**src/rtl/cmpc_pkg.sv**
```systemverilog
// package for the contact monitor pin control block
package cmpc_pkg;
	localparam int CMPC_N_CH = 8;
	localparam int CMPC_WORD_W = 16;
	localparam int CMPC_CLK_HZ = 25_000_000;
	// debounce interval in microseconds, watchdog reset pulse in microseconds
	localparam int CMPC_DEB_US = 5_900;
	localparam int CMPC_DEB_CYC = CMPC_DEB_US * (CMPC_CLK_HZ / 1_000_000);
	localparam int CMPC_RST_US = 21_000;
	localparam int CMPC_RST_CYC = CMPC_RST_US * (CMPC_CLK_HZ / 1_000_000);
	localparam int CMPC_WD1_CYC = 4 * CMPC_RST_CYC;
	localparam int CMPC_WD2_CYC = 8 * CMPC_RST_CYC;
	localparam int CMPC_CNT_W = 32;
	// command word fields
	localparam int CMPC_MASK_LSB = 0;
	localparam int CMPC_DIRECT_BIT = 8;
	localparam logic [15:0] CMPC_CMD_RST = 16'h0000;
	typedef enum logic [2:0] {
		CMPC_WD_RUN = 3'b001,
		CMPC_WD_WARN = 3'b010,
		CMPC_WD_RST = 3'b100
	} cmpc_wd_e;
	typedef struct packed {
		logic cs_n;
		logic sclk;
		logic sdi;
	} cmpc_spi_s;
endpackage

```
**src/rtl/cmpc_top.sv**
```systemverilog
// contact monitor pin control: serial link, switch debounce, interrupt, watchdog, reset
`timescale 1ns/10ps
`default_nettype none
module cmpc_top #(
	parameter int DEB_CYC = cmpc_pkg::CMPC_DEB_CYC,
	parameter int WD1_CYC = cmpc_pkg::CMPC_WD1_CYC,
	parameter int WD2_CYC = cmpc_pkg::CMPC_WD2_CYC,
	parameter int RST_CYC = cmpc_pkg::CMPC_RST_CYC
) (
	input wire logic i_mclk,
	input wire logic i_nrst,
	input wire logic [7:0] i_switch_inputs,
	input wire logic i_cs_n,
	input wire logic i_sclk,
	input wire logic i_sdi,
	input wire logic i_watchdog_kick,
	input wire logic i_shutdown_n,
	input wire logic i_regulator_on_n,
	input wire logic i_regulator_hold_n,
	input wire logic i_thermal_warn,
	input wire logic i_regulator_low,
	output logic o_sdo,
	output logic o_sdo_oe_n,
	output logic o_int_n_o,
	output logic o_int_n_oe_n,
	output logic o_overtemp_warn_n_o,
	output logic o_overtemp_warn_n_oe_n,
	output logic o_rst_n_o,
	output logic o_rst_n_oe_n,
	output logic o_direct_out_ch0,
	output logic o_direct_out_ch1,
	output logic o_regulator_en,
	output logic [15:0] o_command
);
	localparam int W = cmpc_pkg::CMPC_CNT_W;
	// two-flop synchronisers for every outside input except i_nrst
	// reset to idle levels: controls and chip select high, link clock low, no false edge
	logic [8:0] s1_q;
	logic [8:0] s2_q;
	always_ff @(posedge i_mclk) begin
		if (!i_nrst) begin
			s1_q <= 9'h1e0;
			s2_q <= 9'h1e0;
		end else begin
			s1_q <= {i_regulator_hold_n, i_regulator_on_n, i_shutdown_n, i_cs_n, i_sclk,
				i_sdi, i_watchdog_kick, i_thermal_warn, i_regulator_low};
			s2_q <= s1_q;
		end
	end
	logic [7:0] sw_s1_q;
	logic [7:0] sw_s2_q;
	always_ff @(posedge i_mclk) begin
		if (!i_nrst) begin
			sw_s1_q <= 8'h00;
			sw_s2_q <= 8'h00;
		end else begin
			sw_s1_q <= i_switch_inputs;
			sw_s2_q <= sw_s1_q;
		end
	end
	cmpc_pkg::cmpc_spi_s spi;
	logic hold_n, on_n, sd_n, kick, therm, vlow;
	assign hold_n = s2_q[8];
	assign on_n = s2_q[7];
	assign sd_n = s2_q[6];
	assign spi = '{cs_n: s2_q[5], sclk: s2_q[4], sdi: s2_q[3]};
	assign kick = s2_q[2];
	assign therm = s2_q[1];
	assign vlow = s2_q[0];

	// edge detection of link signals and watchdog kick
	cmpc_pkg::cmpc_spi_s spi_q;
	logic kick_q;
	always_ff @(posedge i_mclk) begin
		if (!i_nrst) begin
			spi_q <= '{cs_n: 1'b1, sclk: 1'b0, sdi: 1'b0};
			kick_q <= 1'b0;
		end else begin
			spi_q <= spi;
			kick_q <= kick;
		end
	end
	logic sclk_rise, sclk_fall, cs_rise, cs_fall, kick_edge;
	assign sclk_rise = spi.sclk && !spi_q.sclk && !spi.cs_n;
	assign sclk_fall = !spi.sclk && spi_q.sclk && !spi.cs_n;
	assign cs_rise = spi.cs_n && !spi_q.cs_n;
	assign cs_fall = !spi.cs_n && spi_q.cs_n;
	assign kick_edge = kick ^ kick_q;

	// debounce per channel
	logic [7:0] deb_q;
	logic [W-1:0] deb_cnt_q [8];
	logic [7:0] chg_pulse;
	always_ff @(posedge i_mclk) begin
		if (!i_nrst || !sd_n) begin
			deb_q <= 8'h00;
			chg_pulse <= 8'h00;
			for (int i = 0; i < cmpc_pkg::CMPC_N_CH; i++) deb_cnt_q[i] <= '0;
		end else begin
			for (int i = 0; i < cmpc_pkg::CMPC_N_CH; i++) begin
				chg_pulse[i] <= 1'b0;
				if (sw_s2_q[i] == deb_q[i]) begin
					deb_cnt_q[i] <= '0;
				end else if (deb_cnt_q[i] == W'(DEB_CYC - 1)) begin
					deb_q[i] <= sw_s2_q[i];
					chg_pulse[i] <= 1'b1;
					deb_cnt_q[i] <= '0;
				end else begin
					deb_cnt_q[i] <= deb_cnt_q[i] + W'(1);
				end
			end
		end
	end

	// command register and serial shifter
	logic [15:0] cmd_q;
	logic [15:0] sh_in_q;
	logic [15:0] sh_out_q;
	logic direct;
	assign direct = !cmd_q[cmpc_pkg::CMPC_DIRECT_BIT];
	logic [7:0] status;
	assign status = direct ? {deb_q[7:2], 2'b00} : deb_q;
	logic read_done;
	always_ff @(posedge i_mclk) begin
		if (!i_nrst) begin
			cmd_q <= cmpc_pkg::CMPC_CMD_RST;
			sh_in_q <= 16'h0000;
			sh_out_q <= 16'h0000;
			o_sdo <= 1'b0;
			o_sdo_oe_n <= 1'b1;
			read_done <= 1'b0;
		end else begin
			read_done <= 1'b0;
			o_sdo_oe_n <= spi.cs_n;
			if (cs_fall) begin
				sh_out_q <= {status, 8'h00};
			end
			if (sclk_fall) begin
				sh_in_q <= {sh_in_q[14:0], spi.sdi};
			end
			if (sclk_rise) begin
				o_sdo <= sh_out_q[15];
				sh_out_q <= {sh_out_q[14:0], 1'b0};
			end
			if (cs_rise) begin
				cmd_q <= sh_in_q;
				read_done <= 1'b1;
			end
		end
	end
	assign o_command = cmd_q;

	// switch-change interrupt pending flag, set beats clear
	logic [7:0] en_chg;
	assign en_chg = chg_pulse & ~cmd_q[7:0] & (direct ? 8'hfc : 8'hff);
	logic sw_irq_q;
	always_ff @(posedge i_mclk) begin
		if (!i_nrst) begin
			sw_irq_q <= 1'b0;
		end else if (|en_chg) begin
			sw_irq_q <= 1'b1;
		end else if (read_done) begin
			sw_irq_q <= 1'b0;
		end
	end

	// watchdog
	cmpc_pkg::cmpc_wd_e wd_q;
	logic [W-1:0] wd_cnt_q;
	always_ff @(posedge i_mclk) begin
		if (!i_nrst) begin
			wd_q <= cmpc_pkg::CMPC_WD_RUN;
			wd_cnt_q <= '0;
		end else begin
			case (wd_q)
				cmpc_pkg::CMPC_WD_RUN: begin
					if (kick_edge) begin
						wd_cnt_q <= '0;
					end else if (wd_cnt_q == W'(WD1_CYC - 1)) begin
						wd_q <= cmpc_pkg::CMPC_WD_WARN;
						wd_cnt_q <= '0;
					end else begin
						wd_cnt_q <= wd_cnt_q + W'(1);
					end
				end
				cmpc_pkg::CMPC_WD_WARN: begin
					if (kick_edge) begin
						wd_q <= cmpc_pkg::CMPC_WD_RUN;
						wd_cnt_q <= '0;
					end else if (wd_cnt_q == W'(WD2_CYC - 1)) begin
						wd_q <= cmpc_pkg::CMPC_WD_RST;
						wd_cnt_q <= '0;
					end else begin
						wd_cnt_q <= wd_cnt_q + W'(1);
					end
				end
				cmpc_pkg::CMPC_WD_RST: begin
					if (wd_cnt_q == W'(RST_CYC - 1)) begin
						wd_q <= cmpc_pkg::CMPC_WD_RUN;
						wd_cnt_q <= '0;
					end else begin
						wd_cnt_q <= wd_cnt_q + W'(1);
					end
				end
				default: begin
					wd_q <= cmpc_pkg::CMPC_WD_RUN;
					wd_cnt_q <= '0;
				end
			endcase
		end
	end

	// open-drain outputs, direct channel copies and regulator control
	logic reg_q;
	always_ff @(posedge i_mclk) begin
		if (!i_nrst) begin
			o_int_n_o <= 1'b0;
			o_int_n_oe_n <= 1'b1;
			o_overtemp_warn_n_o <= 1'b0;
			o_overtemp_warn_n_oe_n <= 1'b1;
			o_rst_n_o <= 1'b0;
			o_rst_n_oe_n <= 1'b1;
			o_direct_out_ch0 <= 1'b0;
			o_direct_out_ch1 <= 1'b0;
			reg_q <= 1'b0;
		end else begin
			o_int_n_oe_n <= !(sw_irq_q || wd_q == cmpc_pkg::CMPC_WD_WARN);
			o_overtemp_warn_n_oe_n <= !therm;
			o_rst_n_oe_n <= !(vlow || wd_q == cmpc_pkg::CMPC_WD_RST);
			o_direct_out_ch0 <= direct ? sw_s2_q[0] : 1'b0;
			o_direct_out_ch1 <= direct ? sw_s2_q[1] : 1'b0;
			if (!sd_n) begin
				reg_q <= 1'b0;
			end else if (!on_n) begin
				reg_q <= 1'b1;
			end else if (hold_n) begin
				reg_q <= reg_q;
			end else begin
				reg_q <= 1'b0;
			end
		end
	end
	assign o_regulator_en = reg_q;

	a_sdo_released: assert property (@(posedge i_mclk) disable iff (!i_nrst)
		spi.cs_n |=> o_sdo_oe_n) else $error("sdo driven outside frame");
	a_cmd_commit: assert property (@(posedge i_mclk) disable iff (!i_nrst)
		cs_rise |=> cmd_q == $past(sh_in_q)) else $error("command not committed");
	a_cmd_stable: assert property (@(posedge i_mclk) disable iff (!i_nrst)
		!cs_rise |=> $stable(cmd_q)) else $error("command changed mid frame");
	a_int_on_chg: assert property (@(posedge i_mclk) disable iff (!i_nrst)
		|en_chg |=> ##1 !o_int_n_oe_n) else $error("interrupt not raised");
	a_int_wd: assert property (@(posedge i_mclk) disable iff (!i_nrst)
		wd_q == cmpc_pkg::CMPC_WD_WARN |=> !o_int_n_oe_n) else $error("wd int missing");
	a_ot_follow: assert property (@(posedge i_mclk) disable iff (!i_nrst)
		therm |=> !o_overtemp_warn_n_oe_n) else $error("overtemp not shown");
	a_reg_sd: assert property (@(posedge i_mclk) disable iff (!i_nrst)
		!sd_n |=> !reg_q) else $error("regulator on in shutdown");
	a_reg_on: assert property (@(posedge i_mclk) disable iff (!i_nrst)
		sd_n && !on_n |=> reg_q) else $error("regulator request ignored");
	a_rst_low: assert property (@(posedge i_mclk) disable iff (!i_nrst)
		vlow |=> !o_rst_n_oe_n) else $error("reset not asserted");
	a_kick_restart: assert property (@(posedge i_mclk) disable iff (!i_nrst)
		kick_edge && wd_q != cmpc_pkg::CMPC_WD_RST |=> wd_cnt_q == '0)
		else $error("watchdog not restarted");
	a_mask_block: assert property (@(posedge i_mclk) disable iff (!i_nrst)
		!sw_irq_q && (chg_pulse & ~cmd_q[7:0]) == 8'h00 |=> !sw_irq_q)
		else $error("masked irq raised");
	a_sdo_shift: assert property (@(posedge i_mclk) disable iff (!i_nrst)
		sclk_rise |=> o_sdo == $past(sh_out_q[15])) else $error("sdo not shifted");
	a_sdi_shift: assert property (@(posedge i_mclk) disable iff (!i_nrst)
		sclk_fall |=> sh_in_q[0] == $past(spi.sdi)) else $error("sdi not sampled");
	a_rst_wd: assert property (@(posedge i_mclk) disable iff (!i_nrst)
		wd_q == cmpc_pkg::CMPC_WD_RST |=> !o_rst_n_oe_n) else $error("wd rst missing");
	a_direct_copy: assert property (@(posedge i_mclk) disable iff (!i_nrst)
		direct |=> o_direct_out_ch0 == $past(sw_s2_q[0])) else $error("direct copy");
	a_read_clear: assert property (@(posedge i_mclk) disable iff (!i_nrst)
		read_done && !(|en_chg) |=> !sw_irq_q) else $error("irq not cleared");
	c_write: cover property (@(posedge i_mclk) cs_rise);
	c_wd_warn: cover property (@(posedge i_mclk) wd_q == cmpc_pkg::CMPC_WD_WARN);
	c_sw_irq: cover property (@(posedge i_mclk) |en_chg);
	c_wd_rst: cover property (@(posedge i_mclk) wd_q == cmpc_pkg::CMPC_WD_RST);
	c_read_clear: cover property (@(posedge i_mclk) sw_irq_q && read_done);
endmodule // cmpc_top
`default_nettype wire

```
**config.mk**
```make
export PLATFORM = sky130hd
export DESIGN_NAME = cmpc_top
export DESIGN_NICKNAME = d
export VERILOG_FILES = /design/src/rtl/cmpc_pkg.sv /design/src/rtl/cmpc_top.sv
export SDC_FILE = /design/constraint.sdc
export NUM_CORES = 1
export LEC_CHECK = 0
export BUFFER_PORTS_ARGS = -buffer_cell sky130_fd_sc_hd__buf_2
export CAP_MARGIN = 5
export CORE_MARGIN = 4
export CORE_UTILIZATION = 59
export CTS_BUF_LIST = sky130_fd_sc_hd__clkbuf_2
export DETAILED_ROUTE_END_ITERATION = 8
export GPL_ROUTABILITY_DRIVEN = 0
export PLACE_DENSITY = 0.78
export SYNTH_ARGS = -nofsm -noshare
export SYNTH_HDL_FRONTEND = slang
export SYNTH_SLANG_ARGS = --single-unit
```
**constraint.sdc**
```tcl
create_clock -name i_mclk -period 2.7 [get_ports i_mclk]
set_input_delay 0.54 -clock i_mclk [delete_from_list [all_inputs] [get_ports i_mclk]]
set_output_delay 0.54 -clock i_mclk [all_outputs]
set_load 0.05 [all_outputs]
```
# ---- Word-level counts from Yosys, hierarchy flattened
# Memories as Yosys holds them, arrays and structs flattened.
# Index checks and enable logic that the tools add are counted.
dict set report op_classes {
  add_sub_neg 9
  n_eq_ne 27
  mux 135
  bitwise 37
  n_reduce_logical 32
}
# operator n
set ops {}
lappend ops {{$mux W32} 29}
lappend ops {{$add A32 B1 Y32 const B} 9}
lappend ops {{$eq A32 B18 Y1 const B} 8}
lappend ops {{$pmux W32 S3} 1}
lappend ops {{$mux W1} 95}
lappend ops {{$eq A32 B20 Y1 const B} 1}
lappend ops {{$eq A32 B22 Y1 const B} 1}
lappend ops {{$eq A32 B23 Y1 const B} 1}
lappend ops {{$mux W16} 2}
lappend ops {{$or A1 B1 Y1} 24}
lappend ops {{$reduce_and A2 Y1} 9}
lappend ops {{$and A8 B8 Y8} 2}
lappend ops {{$mux W3} 5}
lappend ops {{$logic_not A1 Y1} 9}
lappend ops {{$not A1 Y1} 9}
lappend ops {{$pmux W3 S3} 1}
lappend ops {{$eq A1 B1 Y1} 8}
lappend ops {{$ne A2 B2 Y1 const B} 4}
lappend ops {{$not A8 Y8} 1}
lappend ops {{$reduce_or A8 Y1} 1}
lappend ops {{$logic_and A1 B1 Y1} 6}
lappend ops {{$mux W2} 2}
lappend ops {{$reduce_and A4 Y1} 1}
lappend ops {{$reduce_bool A2 Y1} 2}
lappend ops {{other kinds (7)} 9}
dict set report totals {
  regBits 144
  ram_bits 256
  inputBits 19
  out_inout_bits 27
  elab_cells 271
  n_memories 1
}
# memory depth word_bits rd rd_clocked_by_memory_dff write_ports line_no
set mem_list {}
lappend mem_list {deb_cnt_q 8 32 8 0 8 cmpc_top.sv:92} ;# logic [W-1:0] deb_cnt_q [8];

# ---- Logic depth before layout (Yosys ltp)
# An unclocked memory read counts as a cell.
dict set report depth {
  depth_word 8
  depth_mapped 8
  mapped_depth_nobuf 6
}

# ---- Least setup slack after synthesis
# No wires, ideal clock.
dict set report synth_timing {
  kind {flip-flop to flip-flop}
  start {register wd_cnt_q[0]}
  end {register wd_cnt_q[27]}
  setup_time_ps 115
  t_arrival_ps 2491
  required_ps 2585
  path_slack_ps 94
  path_stages_with_launch 8
  path_buffers 1
  synth_period_minus_slack_ps 2606
  path_cell_list {dfxtp_1 ha_1 nand2_1 or3_1 or4_4 a222oi_1 buf_6 nor2_2}
}
dict set report synth_via {
  elab_chain_len 4
  elab_cells_between_ends 10
  classes_between {1 x add/sub; 3 x eq/ne; 6 x mux}
}
# element line_no
set synth_lines {}
lappend synth_lines {{start, declared} cmpc_top.sv:169} ;# logic [W-1:0] wd_cnt_q;
lappend synth_lines {{start signal, assigned} cmpc_top.sv:183} ;# wd_cnt_q <= wd_cnt_q + W'(1);
lappend synth_lines {{start signal, assigned} cmpc_top.sv:194} ;# wd_cnt_q <= wd_cnt_q + W'(1);
lappend synth_lines {{start signal, assigned} cmpc_top.sv:202} ;# wd_cnt_q <= wd_cnt_q + W'(1);
lappend synth_lines {{$add A32 B1 Y32, or another cell as far along} {cmpc_top.sv:183, cmpc_top.sv:194, cmpc_top.sv:202}}
lappend synth_lines {{$mux W32, on equally long branches} {cmpc_top.sv:190, cmpc_top.sv:179}}
lappend synth_lines {{$mux W32, on equally long branches} {cmpc_top.sv:187, cmpc_top.sv:177}}
lappend synth_lines {{$pmux W32 S3 (*)} cmpc_top.sv:175} ;# case (wd_q)
# Mark *: on every way between the ends. The rest lies on a longest branch, timed or not.
# A chain may end at the register's enable or synchronous reset.

# ---- Worst setup path in the final report
dict set report layout_timing {
  start {register wd_cnt_q[0]}
  end {register wd_cnt_q[7]}
}
# The elaborated chain is that of the path after synthesis.

==> metrics.md <==
| Metric | Value |
|---|---|
| DP Cell Count | 2640 |
| CTS Sinks | between 300 and 400 |
| Maximum clock frequency | between 300 and 400 MHz |
| Reg clk slew, reported paths | about 0.09 ns |
| # rows | between 60 and 70 |
| Critical Path Start Type | register |
| Pins Over Slew Limit | 0 |
| Final period util | 98.03% |
| Avg Cell Area, Syn | roughly 9.9 um^2 |
| IO Port Bufs | 42 |
| Clock power share | 35.7% |
| Via count | 14.83k |
| Post-route design area | between 20000 and 25000 um^2 |
| Switching part of the total | between 20% and 30% |
| Cells after Synth | between 1.5k and 2k |
| Final min period | approximately 2.6 ns |
| Fraction of registers with async set/reset | 0% |
| Sequential power share | between 50% and 60% |
| Largest area contributor in the netlist | edfxtp_1 |
| Endpoints failing setup | 0 |
| Avg WL per Cell | between 10 and 15 um |
| Post-Layout Cell Count | ~2.8k |
| Setup TNS | 0 ns |
| Worst Tran Pin Value | 0.9567 ns |
| Crit. End Element | register |
| Drt first pass iters | 6 |
| Yosys cell types | 50 |
| Initial core utilization | roughly three fifths |
| Post-synth EDFFs | approximately 260 |
| Hpwl dp | ~25000 um |
| Detailed-route vias per instance | 5.208 |
| Internal power | 8.477 mW |
| Area growth syn-to-layout | 14.98% |
| Setup Skew | a little over 0.06 ns |
| Most numerous cell in the Yosys netlist | nor2_1 |
| CTS tree | yes |
| DRT Wirelength | approximately 37000 um |
| Top cells by area, synth | edfxtp_1 40%, dfxtp_1 14%, xnor2_1 6.6% |
| Cell Area, Placed | about 21000 um^2 |
| FILL cells | roughly 2.5k |
| CTS root buf | clkbuf_2 |
| Setup CP Type | register to register |
| Sw power | roughly 2.9 mW |
| Predominant post-synthesis flop cell | edfxtp_1 |
| Maxcap violations | 0 |
| Synth Register Bits | roughly 400 |
| Combinational power share | approximately 4.4% |
| Synth warn | 0 |
| Maximum vdd drop | approximately 390 uV |
| Largest net degree at the start of global routing | 47 |
| Register area share after synthesis | between 50% and 60% |
| GRT Total Usage | between 20% and 30% |
| Global-route wire length before repair | between 60000 and 70000 um |
| Final net count | roughly 2.4k |
| Yosys top cell area share | approximately two fifths |
| CP Data Required Time | roughly 3.5 ns |
| Post-Syn Area | roughly 19000 um^2 |
| CTS buffer count | between 100 and 150 |
| Number of global-route vias before repair | approximately 15k |
| Core area | around 32000 um^2 |
| Drt drc | 0 |
| # IOs | between 40 and 50 |
| Clk buf depth | 3 |
| Leakage Power | ~7.9 nW |
| Rel. slew slack | a little over a third |
| Top cells by count, synth | 310 x nor2_1, 256 x edfxtp_1, 168 x nand2_1, 146 x xnor2_1, 137 x dfxtp_1 |
| Fin. Hold Viols | 0 |
| Horiz. Die Dim | ~190 um |
| Post-layout util | around 70% |
| Iter 0 DRT Violations | 771 |
| Max FO, Critical Path | 6 |
| CTS HTree Levels | 3 |
| Hold Path Class | primary input to register |
| Arrival time at the worst endpoint | 3.46 ns |
| Die H | between 150 and 200 um |
| Min Hold Slack | between 0.3 and 0.4 ns |
| Antenna viol nets, final | 0 |
| Grt ovf | 0 |
| Antenna violations before repair | 1 |
| Status | finished, final reports clean |
| P per Cell Area | 511.4 nW/um^2 |
| Share of layout cells above drive strength 1 | 12.24% |
| Die Area | roughly 36000 um^2 |
| Clk_lat worst skew | roughly 0.93 ns |
==> worst max-delay path, cell delays in order, from the launching register on <==
cell and delay [ns]:
dfxtp_1 0.38, ha_2 0.21, nand2_1 0.07, or3_1 0.39
or4_4 0.54, a222oi_1 0.47, buf_4 0.22, clkbuf_4 0.21
nor2_2 0.05
==> layer usage <==
metal	GRT usage [%]	part of all wire, %
met1	26.83	45
met2	34.79	47
met3	4.591	5.1
met4	8.324	2.7
met5	0	0
==> path summary, 6_finish.rpt <==
| check | slack [ns] | start | cells past startpoint | to |
|---|---|---|---|---|
| min | 0.34 | i_regulator_on_n | 3 | s1_q[7] |
| min reg2reg | 0.39 | s2_q[1] | 1 | o_overtemp_warn_n_oe_n |
| max reg2reg | 0.05 | wd_cnt_q[0] | 8 | wd_cnt_q[7] |
| max | 0.05 | wd_cnt_q[0] | 8 | wd_cnt_q[7] |
==> placed cells by master (no fill, tap or decap), types with 49 or more instances in the layout <==
cell,n
nand2_1,168
nand3_1,101
nor3_1,49
conb_1,259
clkbuf_2,163
nand4_1,81
edfxtp_1,256
dfxtp_1,137
xnor2_1,146
inv_1,55
a21oi_1,60
nor2_1,310
xor2_1,115
and2_1,51
nor4_1,82
==> area by class of cell <==
cell class                 instances  area, um^2  share of cell area, %
sequential                       393       10430                  47.00
tap                              435       544.3                  2.453
inverter                          55       206.4                 0.9303
timing repair buffer             100       753.2                  3.394
antenna                            2       5.005                0.02255
multi-input combinational       1679        9316                  41.98
clock buffer                     163       815.8                  3.676
clock inverter                    21       121.4                 0.5469
==> flip-flops by register name (all words and copies together) (netlist names), 3 cells and up <==
name	flops
sw_s2_q	8
deb_q	8
sh_out_q	8
sw_s1_q	8
wd_q	3
s2_q	9
o_command	16
chg_pulse	8
deb_cnt_q	256
s1_q	9
sh_in_q	16
wd_cnt_q	32
==> metrics by stage <==
step                      power, mW  worst slack (ns)
after floorplan               7.251           0.09380
after global placement        7.368            0.1531
after detailed placement      7.387            0.1062
after CTS                     11.48           0.09200
after global routing          11.95          -0.05576
final                         11.35           0.05311
==> cell families after synthesis <==
logic type / after synthesis / share of synthesized area, %
flip-flops: 393 / 54.04
multiplexers: 5 / 0.2593
adder cells (fa/ha/maj): 9 / 0.5834
other: 2 / 0.03891
AND/OR/NAND/NOR: 1039 / 27.52
XOR/XNOR: 261 / 11.84
buffers and inverters: 132 / 2.749
AO/OA/AOI/OAI: 106 / 2.969
==> power by group through the flow <==
stage	Clock (mW)	Combinational (mW)	Sequential (mW)
6_report	4.05	0.500	6.80
5_1_grt	4.55	0.570	6.83
4_1_cts	4.20	0.480	6.80
3_5_place_dp	0	0.454	6.93
3_3_place_gp	0	0.446	6.92
2_1_floorplan	0	0.374	6.88
==> timing repair <==
item,CTS,global route
setup buffers,0,1
hold buffers,19,0
resized for setup,0,8
setup endpoints to repair,0,19
hold endpoints to repair,22,0
(Power assumes the default switching activity.)
